`config.mk`:
```
export PLATFORM = sky130hd
export DESIGN_NAME = adcpp_port
export DESIGN_NICKNAME = d
export VERILOG_FILES = /design/src/hdl/adcpp_pkg.sv /design/src/hdl/adcpp_sync.sv /design/src/hdl/adcpp_port.sv
export VERILOG_INCLUDE_DIRS = /design/src /design/src/hdl
export SDC_FILE = /design/constraint.sdc
export NUM_CORES = 1
export LEC_CHECK = 0
export BUFFER_PORTS_ARGS = -buffer_cell sky130_fd_sc_hd__clkbuf_2
export CORE_MARGIN = 5
export CORE_UTILIZATION = 35
export DETAILED_ROUTE_END_ITERATION = 6
export MAX_ROUTING_LAYER = met4
export PLACE_DENSITY = 0.55
export SLEW_MARGIN = 20
export SYNTH_ARGS = -nofsm -noshare
export SYNTH_HDL_FRONTEND = slang
export SYNTH_SLANG_ARGS = --single-unit
export TNS_END_PERCENT = 50
```
`constraint.sdc`:
```
create_clock -name clk_sys -period 3.9 [get_ports clk_sys]
set_input_delay 0.39 -clock clk_sys [delete_from_list [all_inputs] [get_ports clk_sys]]
set_output_delay 0.39 -clock clk_sys [all_outputs]
set_load 0.05 [all_outputs]
```
`src/hdl/adcpp_defs.svh`:
```
/*
  constants for the parallel conversion port: strap codes, timing counts, widths.
  assumes inclusion by bare name from design files only.
*/
// Function
// - chip select frames every transfer
// - results driven only with select and read low
// - sixteen data lines are three-state both ways
// - software mode: shared pin is write strobe
// - hardware mode: shared pin latches burst enable
// - hardware mode: pair select picks next pair
// - busy rises after conversion start edge
// - busy stays high until all channels done
// - start edges ignored while busy high
// - both range straps low gives software mode
// - rising start edge begins pair conversion
// - burst converts all pairs on one edge
`ifndef ADCPP_DEFS_SVH
`define ADCPP_DEFS_SVH
`define ADCPP_DATA_W 16
`define ADCPP_SEL_W 3
`define ADCPP_RANGE_SW 2'h0
`define ADCPP_CONV_NS 800
`define ADCPP_CLK_NS 8
`define ADCPP_CONV_CYC ((`ADCPP_CONV_NS + `ADCPP_CLK_NS - 1) / `ADCPP_CLK_NS)
`define ADCPP_NUM_PAIRS 8
`endif

```
`src/hdl/adcpp_pkg.sv`:
```
/*
  types for the parallel conversion port.
  assumes the defs header is available.
*/
package adcpp_pkg;
  typedef enum logic [2:0] {
    ADCPP_IDLE = 3'b001,
    ADCPP_CONV = 3'b010,
    ADCPP_DONE = 3'b100
  } adcpp_state_t;
endpackage : adcpp_pkg

```
`src/hdl/adcpp_sync.sv`:
```
/*
  two flip-flop synchroniser for a vector of pin levels.
  assumes clk_sys domain, synchronous active-low reset.
*/
`timescale 1ns/1ns
module adcpp_sync #(
  parameter int WIDTH = 1
) (
  // clock and reset
  input wire logic clk_sys,
  input wire logic reset_n,
  // levels
  input wire logic [WIDTH-1:0] d,
  output logic [WIDTH-1:0] q
);
  logic [WIDTH-1:0] meta_reg;

  always_ff @(posedge clk_sys) begin
    if (!reset_n) begin
      meta_reg <= '0;
      q <= '0;
    end else begin
      meta_reg <= d;
      q <= meta_reg;
    end
  end
endmodule : adcpp_sync

```
`src/hdl/adcpp_port.sv`:
```
/*
  host-facing parallel port of a dual sampling converter: start/busy handshake,
  result readout, register write capture, strap latching, pair selection.
  assumes host pins are asynchronous; converter results arrive on conv_data_a/b.
*/
`timescale 1ns/1ns
`include "adcpp_defs.svh"
module adcpp_port #(
  parameter int DATA_W = `ADCPP_DATA_W,
  parameter int SEL_W = `ADCPP_SEL_W,
  parameter int CONV_CYC = `ADCPP_CONV_CYC,
  parameter int NUM_PAIRS = `ADCPP_NUM_PAIRS
) (
  // clock and reset
  input wire logic clk_sys,
  input wire logic reset_n,
  // host strobes
  input wire logic chip_select_n,
  input wire logic read_n,
  input wire logic write_burst_n,
  input wire logic conversion_start_in,
  input wire logic [SEL_W-1:0] pair_select,
  // straps
  input wire logic interface_strap,
  input wire logic [1:0] mode_range_straps,
  // data bus
  input wire logic [DATA_W-1:0] host_data_in,
  output logic [DATA_W-1:0] host_data_out,
  output logic [DATA_W-1:0] host_data_oe_n,
  // status
  output logic busy,
  output logic sw_mode,
  output logic burst_en,
  output logic interface_invalid,
  // converter side
  input wire logic [DATA_W-1:0] conv_data_a,
  input wire logic [DATA_W-1:0] conv_data_b,
  output logic [SEL_W-1:0] conv_pair,
  output logic conv_sample,
  // register write
  output logic [DATA_W-1:0] cmd_word,
  output logic cmd_valid
);
  localparam int CW = $clog2(CONV_CYC + 1);
  localparam int PW = $clog2(NUM_PAIRS + 1);
  localparam logic [CW-1:0] CONV_LAST = CW'(CONV_CYC - 1);

  // ----------------------------------------
  // pin synchronisers
  // ----------------------------------------
  logic [6+SEL_W-1:0] pins_s;
  logic cs_n_s, rd_n_s, wr_n_s, start_s, par_s;
  logic cs_a_s, rd_a_s, wr_a_s;
  logic [1:0] rng_s;
  logic [SEL_W-1:0] sel_s;
  logic [DATA_W-1:0] data_s;

  adcpp_sync #(.WIDTH(6 + SEL_W)) u_sync (
    .clk_sys(clk_sys),
    .reset_n(reset_n),
    .d({~chip_select_n, ~read_n, ~write_burst_n, conversion_start_in, interface_strap,
        mode_range_straps[0], pair_select}),
    .q(pins_s)
  );
  // select, read and write strobes pass inverted: cleared flops read idle, so no false edge after reset
  assign {cs_a_s, rd_a_s, wr_a_s, start_s, par_s, rng_s[0], sel_s} = pins_s;
  assign cs_n_s = !cs_a_s;
  assign rd_n_s = !rd_a_s;
  assign wr_n_s = !wr_a_s;

  // data word delayed like the strobes, so capture stays aligned with them
  adcpp_sync #(.WIDTH(DATA_W)) u_sync_data (
    .clk_sys(clk_sys),
    .reset_n(reset_n),
    .d(host_data_in),
    .q(data_s)
  );

  logic [1:0] rng_hi_reg;
  always_ff @(posedge clk_sys) begin
    if (!reset_n) rng_hi_reg <= 2'h0;
    else rng_hi_reg <= {rng_hi_reg[0], mode_range_straps[1]};
  end
  assign rng_s[1] = rng_hi_reg[1];

  // ----------------------------------------
  // strap capture after reset release
  // ----------------------------------------
  // straps sampled once, first cycles after release, once synchronisers are filled
  logic [1:0] strap_cnt_reg;
  logic strap_done_reg;
  logic sw_mode_reg, burst_reg, par_bad_reg;
  wire strap_take = !strap_done_reg && (strap_cnt_reg == 2'h2);

  always_ff @(posedge clk_sys) begin
    if (!reset_n) begin
      strap_cnt_reg <= 2'h0;
      strap_done_reg <= 1'b0;
      sw_mode_reg <= 1'b1;
      burst_reg <= 1'b0;
      par_bad_reg <= 1'b0;
    end else begin
      if (!strap_done_reg) strap_cnt_reg <= strap_cnt_reg + 2'h1;
      if (strap_take) begin
        strap_done_reg <= 1'b1;
        sw_mode_reg <= (rng_s == `ADCPP_RANGE_SW);
        burst_reg <= (rng_s != `ADCPP_RANGE_SW) && wr_n_s;
        par_bad_reg <= par_s;
      end
    end
  end

  // ----------------------------------------
  // conversion sequencing
  // ----------------------------------------
  adcpp_pkg::adcpp_state_t state_reg, state_next;
  logic start_d_reg;
  logic [CW-1:0] cyc_reg;
  logic [PW-1:0] left_reg;
  logic [SEL_W-1:0] pair_reg;
  logic [DATA_W-1:0] res_a_reg, res_b_reg, out_reg;
  logic busy_reg, sample_reg;

  wire start_rise = start_s && !start_d_reg && strap_done_reg;
  wire is_idle = (state_reg == adcpp_pkg::ADCPP_IDLE);
  wire cyc_end = (cyc_reg == CONV_LAST);
  wire last_pair = (left_reg == PW'(1));
  wire [PW-1:0] pairs_req = (!sw_mode_reg && burst_reg) ? PW'(NUM_PAIRS) : PW'(1);
  wire [SEL_W-1:0] first_pair = sw_mode_reg ? {SEL_W{1'b0}} : sel_s;

  always_comb begin
    state_next = state_reg;
    case (state_reg)
      adcpp_pkg::ADCPP_IDLE: begin
        if (start_rise) state_next = adcpp_pkg::ADCPP_CONV;
      end
      adcpp_pkg::ADCPP_CONV: begin
        if (cyc_end && last_pair) state_next = adcpp_pkg::ADCPP_DONE;
      end
      adcpp_pkg::ADCPP_DONE: state_next = adcpp_pkg::ADCPP_IDLE;
      default: state_next = adcpp_pkg::ADCPP_IDLE;
    endcase
  end

  always_ff @(posedge clk_sys) begin
    if (!reset_n) begin
      state_reg <= adcpp_pkg::ADCPP_IDLE;
      start_d_reg <= 1'b0;
      cyc_reg <= '0;
      left_reg <= '0;
      pair_reg <= '0;
      busy_reg <= 1'b0;
      sample_reg <= 1'b0;
    end else begin
      state_reg <= state_next;
      start_d_reg <= start_s;
      sample_reg <= 1'b0;
      if (is_idle && start_rise) begin
        busy_reg <= 1'b1;
        cyc_reg <= '0;
        left_reg <= pairs_req;
        pair_reg <= first_pair;
        sample_reg <= 1'b1;
      end else if (state_reg == adcpp_pkg::ADCPP_CONV) begin
        cyc_reg <= cyc_end ? '0 : cyc_reg + CW'(1);
        if (cyc_end && !last_pair) begin
          left_reg <= left_reg - PW'(1);
          pair_reg <= pair_reg + SEL_W'(1);
          sample_reg <= 1'b1;
        end
        if (cyc_end && last_pair) busy_reg <= 1'b0;
      end
    end
  end

  // results held in output registers on busy fall only
  wire busy_fall = (state_reg == adcpp_pkg::ADCPP_CONV) && cyc_end && last_pair;
  always_ff @(posedge clk_sys) begin
    if (!reset_n) begin
      res_a_reg <= '0;
      res_b_reg <= '0;
    end else if (busy_fall) begin
      res_a_reg <= conv_data_a;
      res_b_reg <= conv_data_b;
    end
  end

  // ----------------------------------------
  // host bus
  // ----------------------------------------
  logic rd_d_reg, wr_d_reg, word_sel_reg, oe_n_reg;
  logic [DATA_W-1:0] cmd_reg;
  logic cmd_v_reg;
  wire rd_act = !cs_n_s && !rd_n_s;
  wire rd_end = !rd_act && rd_d_reg;
  wire wr_act = !cs_n_s && !wr_n_s && sw_mode_reg && strap_done_reg;
  wire wr_rise = !wr_act && wr_d_reg;
  wire [DATA_W-1:0] rd_word = word_sel_reg ? res_b_reg : res_a_reg;

  always_ff @(posedge clk_sys) begin
    if (!reset_n) begin
      rd_d_reg <= 1'b0;
      wr_d_reg <= 1'b0;
      word_sel_reg <= 1'b0;
      oe_n_reg <= 1'b1;
      out_reg <= '0;
      cmd_reg <= '0;
      cmd_v_reg <= 1'b0;
    end else begin
      rd_d_reg <= rd_act;
      wr_d_reg <= wr_act;
      oe_n_reg <= !rd_act;
      out_reg <= rd_word;
      cmd_v_reg <= 1'b0;
      // a then b per conversion; new result restarts at a
      if (busy_fall) word_sel_reg <= 1'b0;
      else if (rd_end) word_sel_reg <= !word_sel_reg;
      if (wr_act) cmd_reg <= data_s;
      if (wr_rise) cmd_v_reg <= 1'b1;
    end
  end

  assign host_data_out = out_reg;
  assign host_data_oe_n = {DATA_W{oe_n_reg}};
  assign busy = busy_reg;
  assign sw_mode = sw_mode_reg;
  assign burst_en = burst_reg;
  assign interface_invalid = par_bad_reg;
  assign conv_pair = pair_reg;
  assign conv_sample = sample_reg;
  assign cmd_word = cmd_reg;
  assign cmd_valid = cmd_v_reg;
endmodule : adcpp_port

```
# == After elaboration in Yosys (flattened, before gate mapping) ==
# Index checks and enable logic that the tools add are counted.
# W data, S select, Z words.
# word_totals
in_bits,60
reg_bits,147
output_inout_bits,57
wordCells,95
# classes
reduce_logical,34
n_mux,20
n_bitwise,4
add_sub_neg,4
n_eq_ne,7
# ops
op,n
$mux W3,6
$logic_and A1 B1 Y1,16
$mux W16,1
$mux W4,4
$logic_not A1 Y1,8
$reduce_bool A2 Y1,4
$add A7 B1 Y7 const B,1
$eq A7 B7 Y1 const B,1
$mux W1,7
$mux W7,1
$pmux W3 S2,1
$reduce_and A2 Y1,3
$eq A4 B1 Y1 const B,1
$ne A2 B2 Y1 const B,2
$not A1 Y1,4
$reduce_or A2 Y1,2
$sub A4 B1 Y4 const B,1
$add A3 B1 Y3 const B,1
$eq A3 B1 Y1 const B,1
$eq A3 B2 Y1 const B,1
$add A2 B1 Y2 const B,1
$eq A2 B2 Y1 const B,1
$logic_not A2 Y1,1

# == Longest topological paths before layout ==
# Gate-level depths: netlist of run 1.
# logic_depth
ltp_word,6
mapped_depth,8
depth_no_buf,6

# == Hierarchy ==
# Synthesis of run 1 repeated with hierarchy kept, for this count alone.
# unflattened
cells_unflattened,540
area_unflattened_um2,5205.0
# by_module_without_submodules
module,seq_area_each_um2,n_inst,cells_each,area_each_um2
adcpp_port,1941.9,1,436,3807.4
adcpp_sync at u_sync_data,640.6,1,67,895.9
adcpp_sync at u_sync,360.3,1,37,501.7

# == Worst setup path after synthesis of run 1 ==
# No wires, ideal clock.
# synth_timing
path_kind,register -> register
from,"register sw_mode_reg, in the netlist sw_mode"
to,"register cmd_reg[10], in the netlist cmd_word[10]"
t_arrival_ns,1.616
period_less_slack_ns,1.686
path_slack_ns,2.214
path_buffers,2
required_ns,3.829
path_stages_with_launch,6
path_cell_list,dfxtp_1 and4_1 clkbuf_1 clkbuf_1 nand2_1 a21oi_1
# synth_via
elab_chain_cells,2
# synth_rtl
element,line,source
"start, declared",adcpp_port.sv:92,"logic sw_mode_reg, burst_reg, par_bad_reg;"
"start signal, assigned",adcpp_port.sv:106,sw_mode_reg <= (rng_s == `ADCPP_RANGE_SW);
$logic_and A1 B1 Y1 (2 in series),adcpp_port.sv:196,wire wr_act = !cs_n_s && !wr_n_s && sw_mode_reg && strap_done_reg;
"end signal, assigned",adcpp_port.sv:218,if (wr_act) cmd_reg <= data_s;
"end, declared",adcpp_port.sv:192,logic [DATA_W-1:0] cmd_reg;
# Every way passes these cells.
# A chain may end at the register's enable or synchronous reset.

# == Worst setup path after layout of run 1 ==
# layout_timing
from,register state_reg[2]
to,register left_reg[1]
# layout_via
elab_chain_cells,4
word_cells_on_any_way,7
cone_classes,eq/ne: 2; mux: 1; reduce/logical: 4
# layout_rtl
element,line,source
"start, declared",adcpp_port.sv:116,"adcpp_pkg::adcpp_state_t state_reg, state_next;"
"start signal, assigned",adcpp_port.sv:147,state_reg <= adcpp_pkg::ADCPP_IDLE;
"start signal, assigned",adcpp_port.sv:155,state_reg <= state_next;
$eq A3 B1 Y1,adcpp_port.sv:125,wire is_idle = (state_reg == adcpp_pkg::ADCPP_IDLE);
$logic_and A1 B1 Y1,adcpp_port.sv:158,if (is_idle && start_rise) begin
$reduce_bool A2 Y1 (no source line),-,
$reduce_and A2 Y1 (no source line),-,
"end signal, assigned",adcpp_port.sv:161,left_reg <= pairs_req;
"end signal, assigned",adcpp_port.sv:167,left_reg <= left_reg - PW'(1);
"end, declared",adcpp_port.sv:119,logic [PW-1:0] left_reg;
# Several ways; a longest one is shown, not always the timed one.

==> results of run 1 <==
[power groups by stage]
stage          Clock, uW  Combinational [uW]  Sequential, uW
2_1_floorplan          0                 107            1610
3_3_place_gp           0                 163            1600
3_5_place_dp           0                 167            1600
4_1_cts             1700                 168            1570
5_1_grt             1760                 188            1580
6_report            1660                 165            1570
[per-stage QoR]
step | instance area, um2 | power (uW) | util [%] | worst slack (ns) | hold WS (ns)
global placement | 5669 | 1765 | 39.30 | 1.773 | 0.4152
finish | 6274 | 3396 | 43.49 | 1.876 | 0.1498
global route | 6274 | 3529 | 43.49 | 1.673 | 0.1390
CTS | 6272 | 3443 | 43.49 | 1.864 | 0.1230
floorplan | 5092 | 1713 | - | 2.214 | 0.3892
detailed placement | 5669 | 1771 | 39.30 | 1.634 | 0.4169
[final timing paths]
kind         slack [ns]  depth (start not counted)                             to
max reg2reg        1.88                          4       left_reg[1]$_SDFFE_PN0P_
max                1.88                          4       left_reg[1]$_SDFFE_PN0P_
min                0.15                          2  u_sync.meta_reg[6]$_SDFF_PN0_
min reg2reg        0.43                          1    u_sync_data.q[6]$_SDFF_PN0_
[worst register-to-register path, cell delays in order (launching register included)]
cell	delay, ns
dfxtp_1	0.32
nor3b_2	0.72
nand4_2	0.41
or2_2	0.40
a21oi_1	0.11
[placed cells by master (no fill, tap or decap), types with 4 or more instances in the layout]
cell type	n
bufinv_16	4
xor2_1	7
nor2_1	36
buf_4	4
nand4_1	8
nand2_1	76
o21ai_0	37
inv_1	6
mux2i_1	20
ha_1	5
clkbuf_2	115
dfxtp_1	146
clkbuf_16	17
and2_1	53
clkinvlp_4	4
a21oi_1	24
nand3_1	37
[metal layers]
| layer | vias up | GRT usage (%) | part of all wire (%) |
|---|---|---|---|
| li1 | 1920 | - | - |
| met1 | 1658 | 15.80 | 46 |
| met2 | 91 | 19.30 | 47 |
| met3 | 17 | 3.821 | 4.8 |
| met4 | 0 | 7.078 | 2.1 |
| met5 | - | - | 0 |
[cells by family after synthesis]
kind of cell,Yosys count
AND/OR/NAND/NOR,230
flip-flops,147
AO/OA/AOI/OAI,67
buffers and inverters,58
multiplexers,20
XOR/XNOR,10
adder cells (fa/ha/maj),5
[layout make-up]
cell class                      count  area share [%]
Multi-Input combinational cell    332           29.72
Clock buffer                       19           7.060
Timing Repair Buffer              119           9.653
Tap cell                          184           3.670
Clock inverter                     10           2.553
Sequential cell                   147           46.93
Inverter                            7          0.4188
==> run_results.csv, run 1 <==
group,metric,value,unit
place,portBuffers,116,
pwr,powerDensity,541.3,nW/um2
global_routing,grt_use_total,12.97,%
worst_hold_path,worstHoldStart,"write_burst_n",
synth,ys_seq_elements,147,
cells_and_area,multi_input_area,1864,um2
timing,setup_viol,0,
route,wirelength,10.24,mm
floorplan,ios,117,
synth,synth_area,5092,um2
synth,synthCells,537,
synth,post-synth-top-count-cell,"dfxtp_1",
route,route.detailed.drc,0,
timing,worstMarginPinSlew,0.8562,ns
synth,yosysTopAreaCellShare,57.79,%
route,via_per_inst,4.506,
cells_and_area,layout.nets,689,
timing,final.setup.tns,0,ns
synth,synth_edf_count,0,
timing,fmaxAchievable,494.0,MHz
floorplan,die_w,130.6,um
place,dpl.hpwl,6.888,mm
synth,synth_area_leaders,"dfxtp_1 (58%), and2_1 (6.5%), nand2_1 (5.6%)",
synth,synth_compound_area_share,7.002,%
worst_hold_path,min_path_type,"in2reg",
clock_tree,cts_num_sinks,147,
timing,maxSlewHeadroom,42.67,%
place,dp.cells,789,
setup_path,required,4.24,ns
setup_path,critPathTopFamily,"simple AND/OR/NAND/NOR gates",
floorplan,start_util,35.31,%
clock_tree,cts_buffer_depth,2,
cells_and_area,drive_gt1_share,24.29,%
synth,synthSimpleGateAreaFrac,22.73,%
floorplan,rows,44,
synth,synth_seq_area_share,57.79,%
global_routing,antenna_found_initial,0,
cells_and_area,area_growth_syn_to_layout,23.19,%
pwr,power_frac_comb,4.8,%
pwr,p_clk_share,48.9,%
clock_tree,h-tree-depth,4,
synth,ys.warnings.count,0,
cells_and_area,n_fill_cell,1417,
timing,fin_crit_sh,51.91,%
job,drv_cap,0,
synth,async_flop_share,0,%
synth,netlist_top_cells_count,"dfxtp_1 (147), nand2_1 (76), and2_1 (53), nand3_1 (37), o21ai_0 (37)",
cells_and_area,seqCellArea,2944,um2
route,ant_nets,0,
route,vias,3686,
setup_path,crit_path_start,"state_reg[2]$_SDFFE_PN0P_",
clock_tree,cts_hold_buf,0,
synth,syn_avg_cell_area,9.483,um2
synth,synth_mux_area_share,3.931,%
timing,hold_viol,0,
place,routabilityCongestion,0.7617,
floorplan,core_area,14420,um2
route,first_pass_iters,4,
synth,synth.distinct_cells,39,
floorplan,dieArea,17060,um2
clock_tree,cts_post_setup_buffers_inserted,0,
route,wl_per_cell,12.52,um
setup_path,cp.arrival,2.37,ns
cells_and_area,num_antenna_cells,0,
synth,synth_top_family_by_area,"simple AND/OR/NAND/NOR gates",
clock_tree,insertion_delay,0.41,ns
status,status,"completed",
pwr,switching_power,709.2,uW
pwr,ir_drop,0.3253,mV
global_routing,grt_pass1_vias,3552,
global_routing,grt_start_max_net_pins,68,
synth,synthesis.nets,602,
floorplan,fp.dieH,130.6,um
setup_path,cpPeakStageDelay,0.72,ns
clock_tree,cts_root_buf,"clkbuf_16",
synth,synth_xor_area_share,1.720,%
setup_path,r2r-start,"state_reg[2]$_SDFFE_PN0P_",
timing,fin_skew,0.005400,ns
setup_path,cp_slowest_cell,"nor3b_2",
clock_tree,cts_tree,"yes",
global_routing,overflow,0,
timing,period_minus_slack,2.024,ns
synth,synth_fa_ha_area_share,1.229,%
timing,rsz0062_at_grt,"no",
cells_and_area,fin_cells,818,
setup_path,path_max_fanout,13,
setup_path,path_cells,"nor3b_2, nand4_2, or2_2, a21oi_1",
timing,finalMaxSlewViolations,0,
synth,synth_flop_cell,"dfxtp_1",
setup_path,criticalPathCategory,"reg2reg",
synth,yosys.area.top_type,"dfxtp_1",
pwr,p_seq_share,46.2,%
route,drtIter0Drc,142,
pwr,p_int,2687,uW
global_routing,grt_pass1_wl,16.64,mm
pwr,leakagePower,0.002620,uW
setup_path,worst_setup_path_start_kind,"flip-flop",
setup_path,timing.critical_path.buf_inv,0,
clock_tree,clkTransAtPathRegs,0.06,ns
setup_path,cp-end-kind,"flip-flop",
clock_tree,cts_buffers,17,
pwr,swShare,20.88,%
clock_tree,cts_resized,0,
Power figures use the tool's default switching activity.
==> run 2, diff against run 1 <==
- ABC_AREA: default -> 1
- PLACE_DENSITY: 0.55 -> 0.57
- clock period: 3.9 -> 1.65 ns (I/O delays scaled with it)
==> run 2 against run 1 <==
Net effect:
- critical path type unchanged
- clock skew is 0.0024 ns higher
- synthesized cell count increased by 20%
- clock power rose to 2.6 times the previous value
- sequential power increased by 140%
- via count grew 17%
- total power grew to 2.5 times the previous value
- sequential share of layout area is 4.6 points lower
- register-to-register slack got worse by 1.8 ns
==> run_results.csv, run 2 <==
group,metric,value,unit
status,status,"completed",
clock_tree,clkTransAtPathRegs,0.06,ns
synth,ys_seq_elements,147,
setup_path,criticalPathCategory,"reg2reg",
place,routabilityCongestion,0.7989,
global_routing,grt_start_max_net_pins,82,
route,via_per_inst,4.431,
cells_and_area,fin_area,6960,um2
floorplan,start_util,36.01,%
synth,synthesis.nets,712,
synth,async_flop_share,0,%
global_routing,overflow,0,
global_routing,grt.busiest_layer,"met2",
synth,yosysTopAreaCellShare,55.80,%
synth,yosys.area.top_type,"dfxtp_1",
timing,fin_crit_sh,93.78,%
worst_hold_path,min_path_type,"in2reg",
place,portBuffers,116,
setup_path,r2r-start,"cyc_reg[1]$_SDFFE_PP0N_",
clock_tree,h-tree-depth,4,
cells_and_area,layout.nets,844,
cells_and_area,drive_gt1_share,22.98,%
floorplan,die_w,132.8,um
route,ant_nets,0,
global_routing,antenna_found_initial,0,
synth,synthCells,647,
clock_tree,cts_buffer_depth,2,
place,dpl.hpwl,7.769,mm
timing,fin_skew,0.007820,ns
floorplan,rows,44,
setup_path,r2r_cells,9,
setup_path,timing.rr.end,"res_a_reg[6]$_SDFFE_PN0P_",
setup_path,worst_setup_path_start_kind,"flip-flop",
synth,synth_edf_count,0,
floorplan,core_area,14640,um2
timing,fmaxAchievable,646.3,MHz
synth,synth.distinct_cells,29,
global_routing,met1_usage,17.23,%
timing,maxSlewHeadroom,51.90,%
job,drv_cap,0,
global_routing,grt_use_met3,4.746,%
timing,worstMarginPinSlew,0.7214,ns
route,vias,4325,
place,dp_slack,0.09087,ns
global_routing,grt_use_total,13.93,%
setup_path,crit_path_start,"cyc_reg[1]$_SDFFE_PP0N_",
pwr,leakagePower,0.003377,uW
floorplan,fp.dieH,132.8,um
synth,synth_area,5274,um2
clock_tree,cts_tree,"yes",
setup_path,required,1.95,ns
timing,layout_setup_ws,0.1026,ns
setup_path,reg2reg_slack,0.10,ns
cells_and_area,final_cell_mix,"dfxtp_1 (145), nand2_1 (118), clkbuf_2 (115), inv_1 (78), nor2_1 (78)",
synth,synth_seq_area_share,55.80,%
floorplan,dieArea,17620,um2
floorplan,ios,117,
setup_path,endpoint,"res_a_reg[6]$_SDFFE_PN0P_",
global_routing,grt_pass1_wl,19.45,mm
synth,ys.warnings.count,0,
synth,synth_flop_cell,"dfxtp_1",
setup_path,cp-end-kind,"flip-flop",
setup_path,cp.arrival,1.85,ns
pwr,ir_drop,0.7013,mV
clock_tree,cts_root_buf,"clkbuf_16",
setup_path,path_max_fanout,32,
timing,setup_viol,0,
route,first_pass_iters,4,
route,route.detailed.drc,0,
synth,post-synth-top-count-cell,"dfxtp_1",
pwr,powerDensity,1221,nW/um2
timing,period_minus_slack,1.547,ns
synth,syn_avg_cell_area,8.151,um2
timing,finalMaxSlewViolations,0,
cells_and_area,area_growth_syn_to_layout,31.98,%
synth,synth_area_leaders,"dfxtp_1 (56%), nand2_1 (8.4%), inv_1 (5.6%)",
global_routing,grt_use_met2,20.79,%
clock_tree,cts_num_sinks,147,
route,drtIter0Drc,232,
cells_and_area,num_antenna_cells,0,
clock_tree,insertion_delay,0.41,ns
route,wirelength,11.67,mm
clock_tree,cts_buffers,17,
synth,netlist_top_cells_count,"dfxtp_1 (147), nand2_1 (118), inv_1 (79), nor2_1 (79), a21oi_1 (48)",
global_routing,grt_pass1_vias,4190,
timing,hold_viol,0,
cells_and_area,layout_commonest_cell,"dfxtp_1",
route,wl_per_cell,11.96,um
place,dpl-instance-area,5917,um2
==> run 2: cell type report <==
class	instances	area, um2
clock buffer	21	470.5
clock inverter	11	197.7
fill	1401	7684
inverter	85	319.1
multi-input combinational	369	1760
sequential	147	2945
tap	184	230.2
timing repair buffer	159	1037
==> run 2: worst max-delay path, cell delays in order (launching register included) <==
cell     delay, ns
dfxtp_1       0.36
ha_2          0.21
nand2_1       0.09
inv_2         0.09
nand3_4       0.10
nor2_8        0.19
nand2_2       0.08
buf_12        0.17
nand2_1       0.08
a21oi_1       0.06
==> run 2: worst min-delay path by stage <==
stage | startpoint | endpoint | slack [ns] | cells past startpoint
2_1_floorplan | write_burst_n | u_sync.meta_reg[6]$_SDFF_PN0_ | 0.24 | 1
3_3_place_gp | write_burst_n | u_sync.meta_reg[6]$_SDFF_PN0_ | 0.32 | 2
3_5_place_dp | write_burst_n | u_sync.meta_reg[6]$_SDFF_PN0_ | 0.32 | 2
4_1_cts | conv_data_a[12] | res_a_reg[12]$_SDFFE_PN0P_ | 0.002 | 3
5_1_grt | conv_data_a[3] | res_a_reg[3]$_SDFFE_PN0P_ | 0.005 | 3
6_report | conv_data_a[13] | res_a_reg[13]$_SDFFE_PN0P_ | 0.01 | 3
==> run 2: repair_timing <==
item / CTS / global route
hold buffers: 30 / 0
gates resized for setup: 0 / 10
setup buffers: 0 / 2
setup endpoints to repair: 0 / 57
hold endpoints to repair: 30 / 0
==> run 2: cells by family (layout without fill, tap and decap cells) <==
family,after synthesis,count (layout),synth area share [%]
compound gates,93,93,8.992
xor+xnor,3,3,0.4983
fa+ha+maj,5,5,1.186
buf+inv,131,276,11.36
flops,147,147,55.80
simple gates,268,268,22.16
==> run 2: metal layers <==
metal  vias to the layer above  share of wire, %  wire length, um
met2                       138                43             5076
li1                       2281                 -                -
met5                         -                 0                0
met3                        17               6.3              737
met1                      1889                49             5662
met4                         0               1.7              193
==> run 2: metrics by stage <==
step / instances / power [uW] / TNS, ns / hold WS (ns) / util [%]
floorplan: 647 / 4086 / 0 / 0.2374 / -
global placement: 911 / 4242 / 0 / 0.3250 / 40.41
detailed placement: 911 / 4255 / 0 / 0.3229 / 40.41
CTS: 973 / 8583 / 0 / 0.002112 / 47.02
global route: 976 / 8844 / -0.001651 / 0.004522 / 47.53
finish: 976 / 8497 / 0 / 0.01074 / 47.53
==> run 2: power breakdown <==
part	total [uW]	internal (uW)	leakage, uW	switching (uW)
clock network	4270	2820	0.000324	1450
registers	3710	3660	0.00120	54.7
logic	516	198	0.00186	318
total	8500	6680	0.00338	1820
